===== config.mk =====
export PLATFORM = sky130hd
export DESIGN_NAME = timer_flag_top
export DESIGN_NICKNAME = d
export VERILOG_FILES = /design/src/verilog/timer_flag_pkg.sv /design/src/verilog/count_clock_select.sv /design/src/verilog/match_flag_cell.sv /design/src/verilog/timer_flag_top.sv
export SDC_FILE = /design/constraint.sdc
export NUM_CORES = 1
export LEC_CHECK = 0
export ABC_CLOCK_PERIOD_IN_PS = 3600
export BUFFER_PORTS_ARGS = -buffer_cell sky130_fd_sc_hd__buf_4
export CAP_MARGIN = 20
export CORE_ASPECT_RATIO = 1.1
export CORE_MARGIN = 4
export CORE_UTILIZATION = 45
export DETAILED_ROUTE_END_ITERATION = 8
export GPL_ROUTABILITY_DRIVEN = 0
export PLACE_DENSITY = 0.82
export SYNTH_ARGS = -nofsm -noshare
export SYNTH_HDL_FRONTEND = slang
export SYNTH_SLANG_ARGS = --single-unit

===== constraint.sdc =====
create_clock -name mclk -period 3.6 [get_ports mclk]
set_clock_uncertainty 0.05 [all_clocks]
set_input_delay 0.54 -clock mclk [delete_from_list [all_inputs] [get_ports mclk]]
set_output_delay 0.54 -clock mclk [all_outputs]
set_load 0.01 [all_outputs]

===== src/verilog/timer_flag_pkg.sv =====
// Shared constants, field layouts and carrier types of the flag and edge-select timer block
package timer_flag_pkg;

	localparam int ADDR_W   = 5;
	localparam int DATA_W   = 32;
	localparam int BE_W     = 4;
	localparam int CHANNELS = 4;
	localparam int COUNT_W  = 16;
	localparam int CTRL_W   = 8;
	localparam int DIV_W    = 6;

	// Byte offsets of the word registers
	localparam logic [ADDR_W-1:0] OFS_CTRL  = 5'h00;
	localparam logic [ADDR_W-1:0] OFS_FLAG  = 5'h04;
	localparam logic [ADDR_W-1:0] OFS_COUNT = 5'h08;
	localparam logic [ADDR_W-1:0] OFS_STAT  = 5'h0c;
	localparam logic [ADDR_W-1:0] OFS_MASK  = 5'h10;

	// Control register fields
	localparam int CTRL_PSC_LSB  = 0;
	localparam int CTRL_EDGE_LSB = 3;
	localparam int CTRL_RUN_BIT  = 5;
	localparam logic [CTRL_W-1:0] CTRL_USED = 8'h3b;

	// Prescaler and edge encodings
	localparam logic [1:0] PSC_DIV1  = 2'h0;
	localparam logic [1:0] PSC_DIV4  = 2'h1;
	localparam logic [1:0] PSC_DIV16 = 2'h2;
	localparam logic [1:0] PSC_DIV64 = 2'h3;
	localparam logic [1:0] EDGE_RISE = 2'h0;
	localparam logic [1:0] EDGE_FALL = 2'h1;

	// Reset values
	localparam logic [CTRL_W-1:0]   CTRL_RESET  = 8'h00;
	localparam logic [CHANNELS-1:0] FLAG_RESET  = 4'h0;
	localparam logic [CHANNELS-1:0] STAT_RESET  = 4'h0;
	localparam logic [CHANNELS-1:0] MASK_RESET  = 4'h0;
	localparam logic [COUNT_W-1:0]  COUNT_RESET = 16'h0000;
	localparam logic [DATA_W-1:0]   DATA_ZERO   = 32'h0000_0000;

	typedef struct packed {
		logic              read;
		logic              write;
		logic [ADDR_W-1:0] address;
		logic [DATA_W-1:0] writedata;
		logic [BE_W-1:0]   byteenable;
	} avmm_req_t;

	typedef struct packed {
		logic [DATA_W-1:0] readdata;
		logic              waitrequest;
	} avmm_rsp_t;

	typedef struct packed {
		logic [CHANNELS-1:0] activated;
		logic [CHANNELS-1:0] disable_sel;
		logic [CHANNELS-1:0] count_nonzero;
	} xfer_status_t;

	typedef enum logic [1:0] {
		BUS_IDLE   = 2'b00,
		BUS_ANSWER = 2'b01
	} bus_state_t;

endpackage : timer_flag_pkg


===== src/verilog/count_clock_select.sv =====
// Prescaler and count-edge selection producing the counter advance pulse
`timescale 1ns/1ps
module count_clock_select
	import timer_flag_pkg::*;
#(
	parameter int PRESC_W = DIV_W
) (
	input  wire logic       mclk,
	input  wire logic       arst_n,
	input  wire logic       run,
	input  wire logic [1:0] psc_sel,
	input  wire logic [1:0] edge_sel,
	output logic            count_tick
);

	generate
		if (PRESC_W < DIV_W) begin : g_bad_width
			$error("count_clock_select: prescaler too narrow for divide by 64");
		end
	endgenerate

	logic [PRESC_W-1:0] presc;
	logic               presc_prev;
	wire                presc_level;
	wire                rise;
	wire                fall;
	wire                edge_tick;

	always_ff @(posedge mclk or negedge arst_n) begin
		if (!arst_n) begin
			presc      <= '0;
			presc_prev <= 1'b0;
		end else begin
			presc      <= presc + 1'b1;
			presc_prev <= presc_level;
		end
	end

	// Square wave of the chosen division; bit n toggles every 2^n cycles
	assign presc_level = (psc_sel == PSC_DIV4)  ? presc[1] :
	                     (psc_sel == PSC_DIV16) ? presc[3] : presc[5];
	assign rise        = presc_level & ~presc_prev;
	assign fall        = ~presc_level & presc_prev;
	assign edge_tick   = (edge_sel == EDGE_RISE) ? rise :
	                     (edge_sel == EDGE_FALL) ? fall : (rise | fall);

	// Undivided clock: every rising edge of the system clock counts
	assign count_tick  = run & ((psc_sel == PSC_DIV1) ? 1'b1 : edge_tick);

endmodule : count_clock_select


===== src/verilog/match_flag_cell.sv =====
// One capture/compare flag with its transfer-controller and read-then-write clearing
`timescale 1ns/1ps
module match_flag_cell (
	input  wire logic mclk,
	input  wire logic arst_n,
	input  wire logic set_evt,
	input  wire logic xfer_activated,
	input  wire logic xfer_disable_sel,
	input  wire logic xfer_count_nonzero,
	input  wire logic read_as_one,
	input  wire logic write_any,
	input  wire logic write_zero,
	output logic      flag,
	output logic      irq
);

	logic armed;
	wire  xfer_clear;
	wire  sw_clear;
	wire  next_flag;
	wire  next_armed;

	assign xfer_clear = xfer_activated & ~xfer_disable_sel & xfer_count_nonzero;
	// A zero write counts only after the flag was seen as one
	assign sw_clear   = write_zero & armed;
	// Set beats any clear in the same cycle; writing one does nothing
	assign next_flag  = set_evt | (flag & ~(xfer_clear | sw_clear));
	assign next_armed = read_as_one | (armed & ~write_any & ~xfer_clear);

	always_ff @(posedge mclk or negedge arst_n) begin
		if (!arst_n) begin
			flag  <= 1'b0;
			armed <= 1'b0;
		end else begin
			flag  <= next_flag;
			armed <= next_armed;
		end
	end

	assign irq = flag;

endmodule : match_flag_cell


===== src/verilog/timer_flag_top.sv =====
// Timer count-edge selection, capture/compare flags and Avalon-MM register slave
// Overview of operation
// - Edge select honoured for divide-by-four or slower
// - Undivided clock counts every rising edge
// - Transfer activation by interrupt clears flag D
// - Zero write after reading one clears D
// - Transfer activation by interrupt clears flag C
// - Zero write after reading one clears C
// - Transfer activation by interrupt clears flag B
// - Zero write after reading one clears B
// - Flag A clears under both same conditions
`timescale 1ns/1ps
module timer_flag_top
	import timer_flag_pkg::*;
#(
	parameter int NUM_CH = CHANNELS,
	parameter int CNT_W  = COUNT_W
) (
	input  wire logic                mclk,
	input  wire logic                arst_n,
	input  wire avmm_req_t           bus_req,
	output avmm_rsp_t                bus_rsp,
	input  wire logic [NUM_CH-1:0]   flag_set_evt,
	input  wire xfer_status_t        xfer,
	output logic [NUM_CH-1:0]        match_irq,
	output logic [CNT_W-1:0]         count_value,
	output logic                     count_tick,
	output logic                     irq
);

	generate
		if (NUM_CH != CHANNELS || CNT_W != COUNT_W) begin : g_bad_param
			$error("timer_flag_top: channel count and counter width are fixed");
		end
	endgenerate

	function automatic logic hit(input logic [ADDR_W-1:0] addr,
	                             input logic [ADDR_W-1:0] ofs);
		hit = (addr[ADDR_W-1:2] == ofs[ADDR_W-1:2]);
	endfunction : hit

	bus_state_t          bus_state;
	bus_state_t          next_bus_state;
	logic [DATA_W-1:0]   rdata;
	logic [CTRL_W-1:0]   timer_control_reg;
	logic [NUM_CH-1:0]   irq_stat;
	logic [NUM_CH-1:0]   irq_mask;
	logic [CNT_W-1:0]    count;
	logic [NUM_CH-1:0]   match_flag;

	wire                 req;
	wire                 first_cycle;
	wire                 accept;
	wire                 acc_read;
	wire                 acc_write;
	wire                 sel_ctrl;
	wire                 sel_flag;
	wire                 sel_count;
	wire                 sel_stat;
	wire                 sel_mask;
	wire                 lane0;
	wire                 lane1;
	wire [DATA_W-1:0]    next_rdata;
	wire [CTRL_W-1:0]    next_ctrl;
	wire [NUM_CH-1:0]    next_mask;
	wire [NUM_CH-1:0]    stat_rd_clear;
	wire [NUM_CH-1:0]    next_stat;
	wire [NUM_CH-1:0]    flag_read_one;
	wire                 flag_write;
	wire [NUM_CH-1:0]    flag_write_zero;
	wire [CNT_W-1:0]     count_wr_value;
	wire [CNT_W-1:0]     next_count;
	wire [1:0]           psc_sel;
	wire [1:0]           edge_sel;
	wire                 run;
	wire                 tick;

	// Bus handshake: every access waits one cycle, then completes
	assign req         = bus_req.read | bus_req.write;
	assign first_cycle = req & (bus_state == BUS_IDLE);
	assign accept      = req & (bus_state == BUS_ANSWER);
	assign acc_read    = accept & bus_req.read;
	assign acc_write   = accept & bus_req.write;

	always_comb begin
		next_bus_state = bus_state;
		case (bus_state)
			BUS_IDLE: begin
				if (req) begin
					next_bus_state = BUS_ANSWER;
				end
			end
			BUS_ANSWER: begin
				next_bus_state = BUS_IDLE;
			end
			default: begin
				next_bus_state = BUS_IDLE;
			end
		endcase
	end

	always_ff @(posedge mclk or negedge arst_n) begin
		if (!arst_n) begin
			bus_state <= BUS_IDLE;
		end else begin
			bus_state <= next_bus_state;
		end
	end

	// Address decode
	assign sel_ctrl  = hit(bus_req.address, OFS_CTRL);
	assign sel_flag  = hit(bus_req.address, OFS_FLAG);
	assign sel_count = hit(bus_req.address, OFS_COUNT);
	assign sel_stat  = hit(bus_req.address, OFS_STAT);
	assign sel_mask  = hit(bus_req.address, OFS_MASK);
	assign lane0     = bus_req.byteenable[0];
	assign lane1     = bus_req.byteenable[1];

	// Read data is captured in the wait cycle and held for the answer cycle,
	// so read side effects below act only on the bits the master really sees
	assign next_rdata =
		sel_ctrl  ? {{(DATA_W-CTRL_W){1'b0}}, timer_control_reg & CTRL_USED} :
		sel_flag  ? {{(DATA_W-NUM_CH){1'b0}}, match_flag} :
		sel_count ? {{(DATA_W-CNT_W){1'b0}}, count} :
		sel_stat  ? {{(DATA_W-NUM_CH){1'b0}}, irq_stat} :
		sel_mask  ? {{(DATA_W-NUM_CH){1'b0}}, irq_mask} : DATA_ZERO;

	always_ff @(posedge mclk or negedge arst_n) begin
		if (!arst_n) begin
			rdata <= DATA_ZERO;
		end else if (first_cycle && bus_req.read) begin
			rdata <= next_rdata;
		end
	end

	assign bus_rsp.readdata    = rdata;
	assign bus_rsp.waitrequest = req & ~accept;

	// Control register
	assign next_ctrl = (acc_write && sel_ctrl && lane0) ?
	                   (bus_req.writedata[CTRL_W-1:0] & CTRL_USED) : timer_control_reg;

	always_ff @(posedge mclk or negedge arst_n) begin
		if (!arst_n) begin
			timer_control_reg <= CTRL_RESET;
		end else begin
			timer_control_reg <= next_ctrl;
		end
	end

	assign psc_sel  = timer_control_reg[CTRL_PSC_LSB +: 2];
	assign edge_sel = timer_control_reg[CTRL_EDGE_LSB +: 2];
	assign run      = timer_control_reg[CTRL_RUN_BIT];

	count_clock_select #(
		.PRESC_W (DIV_W)
	) u_clock_select (
		.mclk       (mclk),
		.arst_n     (arst_n),
		.run        (run),
		.psc_sel    (psc_sel),
		.edge_sel   (edge_sel),
		.count_tick (tick)
	);

	// Counter: a software write to a lane overrides the tick in that cycle
	assign count_wr_value = {lane1 ? bus_req.writedata[15:8] : count[15:8],
	                         lane0 ? bus_req.writedata[7:0]  : count[7:0]};
	assign next_count     = (acc_write && sel_count) ? count_wr_value :
	                        tick ? count + 1'b1 : count;

	always_ff @(posedge mclk or negedge arst_n) begin
		if (!arst_n) begin
			count <= COUNT_RESET;
		end else begin
			count <= next_count;
		end
	end

	assign count_value = count;
	assign count_tick  = tick;

	// Flag register access: a read arms the flags returned as one,
	// a write with lane 0 offers a zero-clear to each bit written as zero
	assign flag_read_one   = (acc_read && sel_flag) ? rdata[NUM_CH-1:0] : '0;
	assign flag_write      = acc_write & sel_flag & lane0;
	assign flag_write_zero = flag_write ? ~bus_req.writedata[NUM_CH-1:0] : '0;

	genvar ch;
	generate
		for (ch = 0; ch < NUM_CH; ch++) begin : g_flag
			match_flag_cell u_cell (
				.mclk               (mclk),
				.arst_n             (arst_n),
				.set_evt            (flag_set_evt[ch]),
				.xfer_activated     (xfer.activated[ch]),
				.xfer_disable_sel   (xfer.disable_sel[ch]),
				.xfer_count_nonzero (xfer.count_nonzero[ch]),
				.read_as_one        (flag_read_one[ch]),
				.write_any          (flag_write),
				.write_zero         (flag_write_zero[ch]),
				.flag               (match_flag[ch]),
				.irq                (match_irq[ch])
			);
		end
	endgenerate

	// Interrupt status: sticky on each flag-setting event, cleared by reading it;
	// only the bits returned by that read are cleared, and a new event wins
	assign stat_rd_clear = (acc_read && sel_stat) ? rdata[NUM_CH-1:0] : '0;
	assign next_stat     = (irq_stat & ~stat_rd_clear) | flag_set_evt;
	assign next_mask     = (acc_write && sel_mask && lane0) ?
	                       bus_req.writedata[NUM_CH-1:0] : irq_mask;

	always_ff @(posedge mclk or negedge arst_n) begin
		if (!arst_n) begin
			irq_stat <= STAT_RESET;
			irq_mask <= MASK_RESET;
		end else begin
			irq_stat <= next_stat;
			irq_mask <= next_mask;
		end
	end

	assign irq = |(irq_stat & irq_mask);

endmodule : timer_flag_top

Yosys cells after proc, flatten, opt, wreduce, memory -nomap -nowiden
Cells that the tools add are included.
Widths: inputs -> output; s select.

storage, ports and cells
  input bits = 61
  flip-flop bits (word level) = 78
  logic and storage cells = 134
  output and inout bits = 55

cells by class
  bitwise logic cells = 69
  multiplexer cells = 19
  reductions and logical operators = 16
  eq/ne operators = 11
  $add $sub $neg = 2

operator list
  operator               count
  $mux 16                5
  $and 1x1->1            34
  $mux 4                 5
  $add 16x1->16 const B  1
  $mux 8                 2
  $not 1->1              16
  $or 1x1->1             14
  $and 4x4->4            2
  $logic_and 1x1->1      8
  $not 4->4              2
  $add 6x1->6 const B    1
  $eq 2x1->1 const B     3
  $eq 3x2->1 const B     2
  $logic_not 2->1        3
  $ne 2x2->1 const B     3
  $mux 1                 5
  $mux 2                 2
  $or 4x4->4             1
  $reduce_and 2->1       2
  $reduce_or 4->1        1
  $eq 3x1->1 const B     1
  $eq 3x3->1 const B     1
  $logic_not 3->1        1
  $eq 2x2->1 const B     1
  $reduce_bool 2->1      1

Depth between registers and ports, before layout
  depth in word-level cells = 12
  depth in mapped cells = 11
  gate-level depth less buffers = 10

Modules after synthesis
A second synthesis with hierarchy kept.

second synthesis, totals
  cell total of the unflattened synthesis = 331
  area total of the unflattened synthesis = 3,358.2 µm²

by module, submodules not included
  module              seq. area each (µm²)  times used  area each (µm²)  cells each
  timer_flag_top      1,151.1               1           2,591.2          270
  match_flag_cell     50.0                  4           102.6            8
  count_clock_select  175.2                 1           356.6            29

Worst setup path after synthesis
OpenSTA, ideal clock, no wires.

  path type = register to output
  start = register timer_control_reg[0]
  end = output port count_tick
  cell stages (with the launch flop) = 7
  required time = 3,010 ps
  buffers on the path = 1
  arrival = 1,841 ps
  slack = 1,169 ps
  cell sequence = dfrtp_1 > mux2_2 > o21a_1 > ha_1 > mux2_1 > o311a_1 > buf_6

on the way
  cells in the longest elaborated chain, start to end = 10
  elaborated cells between the ends (all ways) = 13
  classes of those cells = eq/ne (2); mux (5); bitwise (5); reduce/logical (1)

RTL lines
  what                                  line                      text
  start, declared                       timer_flag_top.sv:45      logic [CTRL_W-1:0] timer_control_reg;
  start signal, assigned                timer_flag_top.sv:147     timer_control_reg <= next_ctrl;
  $eq 2x2->1                            count_clock_select.sv:41  (psc_sel == PSC_DIV16) ? presc[3] : presc[5];
  $mux 1                                count_clock_select.sv:41
  $mux 1 *                              count_clock_select.sv:40  assign presc_level = (psc_sel == PSC_DIV4) ? presc[1] :
  named net u_clock_select.presc_level  count_clock_select.sv:24  wire presc_level;
  $not 1->1                             count_clock_select.sv:43  assign fall = ~presc_level & presc_prev;
  $and 1x1->1                           count_clock_select.sv:43
  $or 1x1->1                            count_clock_select.sv:45  (edge_sel == EDGE_FALL) ? fall : (rise | fall);
  $mux 1                                count_clock_select.sv:45
  $mux 1 *                              count_clock_select.sv:44  assign edge_tick = (edge_sel == EDGE_RISE) ? rise :
  $mux 1 *                              count_clock_select.sv:48  assign count_tick = run & ((psc_sel == PSC_DIV1) ? 1'b1 : edge_tick);
  $and 1x1->1 *                         count_clock_select.sv:48
  end, declared                         timer_flag_top.sv:27      output logic count_tick,

The timed path passes the listed nets; every way through them passes the cells marked *.

Worst setup path in the final report
Same ends and word-level chain as after synthesis.

==> summary.txt <==
final setup violation count: 0
Syn. warnings: 0
Post-Synthesis Cells: 334
Setup Fix Bufs, Post-CTS: 0
post-route cell area: 3960 sq um
CP delay by family, top: compound AO/OA/AOI/OAI gates
highest-delay cell along the critical path: o311a_1
Bufs and invs on worst path: 1
fillers: 637
Final period util: 0.866
area of the multi-input gates: 1530 sq um
via/cell ratio: 5.63
Worst-Margin Slew: 991 ps
drt total wl: 8.16 mm
DRT iter0 DRCs: 207
die extent in x: 89.1 um
Core ar.: 7050 sq um
slowest stage delay, CP: 500 ps
setup TNS: 0 ps
asr flop ratio synth: 1.00
Syn Area/Cell: 9.75 sq um
total gr overflow: 0
Final ANT Viol Nets: 0
CP Data Required Time: 3010 ps
height of the die: 97.2 um
number of synthesized flops with an enable pin: 0
first-pass GRT wire length: 13.0 mm
WS Path Type: reg2out
Synth Cell Area: 3260 sq um
max-slew violations: 0
placed cell areas: 3800 sq um
Seq cells post-synth: 61
WP data arrival: 2530 ps
drt first pass iters: 4
Die ar.: 8660 sq um
H-tree Lvls: 3
RSZ-0062 raised after global routing: no
CTS tree: yes
Layout Nets: 472
cts hold-fix bufs: 0
Critical Path Start Type: flop
Starting Density: 0.462
Crit Path Max Fanout: 10
Worst Setup End Kind: output port
Highest Clock Rate: 321 MHz
Distinct cells, synth: 60
most frequent cells in the layout: 80 x buf_4, 61 x dfrtp_1, 51 x nand2_1
crit path time final: 3120 ps
Seq/Total Area, Yosys: 0.469
total CTS buffers: 9
Worst-path clk slew: 60 ps
Max Cap Viol: 0
maximum VDD drop: 0.000218 V
worst-skew pair later-pin latency: 340 ps
vias in the first global route: 2,653
Final Hold Vio Count: 0
Slew headroom: 0.340
initial antenna violation count: 0
boundary pin count: 116
Buffers on Ports: 79
clock buffer depth: 2
largest net degree at the start of global routing: 62
HPWL Detailed: 6.07 mm
Worst Hold Class: in2async
static leakage: 1.80 nW
DRC violations left: 0
clk root buf: clkbuf_8
Sequential Area: 1530 sq um
vias: 2,792
PostCTS Resize Cnt: 0
DR WL/cell: 16.5 um
row count: 32
Clock Sinks: 61
crit path cell chain: mux2_2, o21a_1, ha_1, mux2_1, o311a_1, buf_4
share of cells above drive strength 1: 0.282
Ant. Diodes: 0
status: finished clean
Power Density: 504 nW/um^2
leading cell type in the layout, fill and taps excluded: buf_4
GRT Util Overall: 0.193
Main synth FF type: dfrtp_1
area growth from synthesis to layout: 21.6%
## cell families after synthesis
logic type                 Yosys count  synth area share
and+or+nand+nor                    123             0.193
AOI/OAI and AO/OA                   84             0.180
DFF                                 61             0.469
buffers and inverters               43            0.0784
muxes                               14            0.0519
adders and majority gates            4            0.0154
xor gates and xnor gates             4            0.0108
other                                1           0.00115
## area by class of cell
class	count	area share
sequential	61	0.385
tap	85	0.0269
clock buffer	13	0.0376
clock inverter	2	0.00253
inverter	10	0.00948
multi-input combinational	245	0.386
timing repair buffer	80	0.152
## synthesized netlist by cell type (3+ instances only)
master	number	area, sq um
and3_1	5	31.3
o31ai_1	3	22.5
o21ai_1	5	25.0
buf_2	3	15.0
clkbuf_1	8	30.0
nand3b_1	8	60.1
or4_1	3	22.5
a21oi_1	11	55.1
nand2_1	51	191
nand3_1	10	50.1
o21ai_0	17	85.1
mux2i_1	3	30.0
inv_1	10	37.5
a31o_2	4	35.0
o311ai_1	3	26.3
mux2_4	4	60.1
a21o_1	4	30.0
nor3_1	6	30.0
mux2_1	4	45.0
o22a_1	3	26.3
nor2_1	19	71.3
a22oi_1	5	37.5
dfrtp_1	61	1530
a32o_1	4	40.0
buf_4	20	150
o211ai_1	9	67.6
ha_1	4	50.1
mux2_2	3	33.8
o22ai_1	3	18.8
## worst register-to-register path, stage by stage, from the launching register on
cell	delay, ps
dfrtp_1	450
mux2_2	360
o21a_1	210
ha_1	280
o211ai_1	90
o311a_1	480
nand3_2	200
or4_1	520
nand3_1	100
## stage by stage
step                 util  power (W)  setup WS, ps  hold slack (ps)  instances
CTS                 0.562    0.00201           464              240        496
detailed placement  0.539    0.00149           846              402        481
finish              0.562    0.00200           481              218        496
global placement    0.539    0.00147           875              387        481
global route        0.562    0.00212           350              268        496
floorplan               -    0.00123          1170              194        349
## final timing paths
path | start | cells past startpoint | slack (ps) | end
worst max-delay path | timer_control_reg[0] | 6 | 480 | count_tick
worst min-delay path | arst_n | 1 | 220 | count_value[11]
worst max register to register | timer_control_reg[0] | 8 | 810 | count_value[13]
worst min register to register | u_clock_select.presc[0] | 1 | 410 | u_clock_select.presc[0]
max in group asynchronous | arst_n | 1 | 2770 | count_value[4]
min in group mclk | flag_set_evt[1] | 2 | 340 | irq_stat[1]
## routing by layer
layer | share of wire | track usage
met1 | 0.44 | 0.267
met2 | 0.47 | 0.283
met3 | 0.070 | 0.0466
met4 | 0.023 | 0.0848
met5 | 0 | 0
## where the power goes
part	switching, W	internal, W	leakage [nW]
combinational	0.000259	0.000272	0.961
sequential	0.000160	0.000792	0.752
clock	0.000249	0.000263	0.0833
No activity file was read; power rests on OpenSTA's default activity.
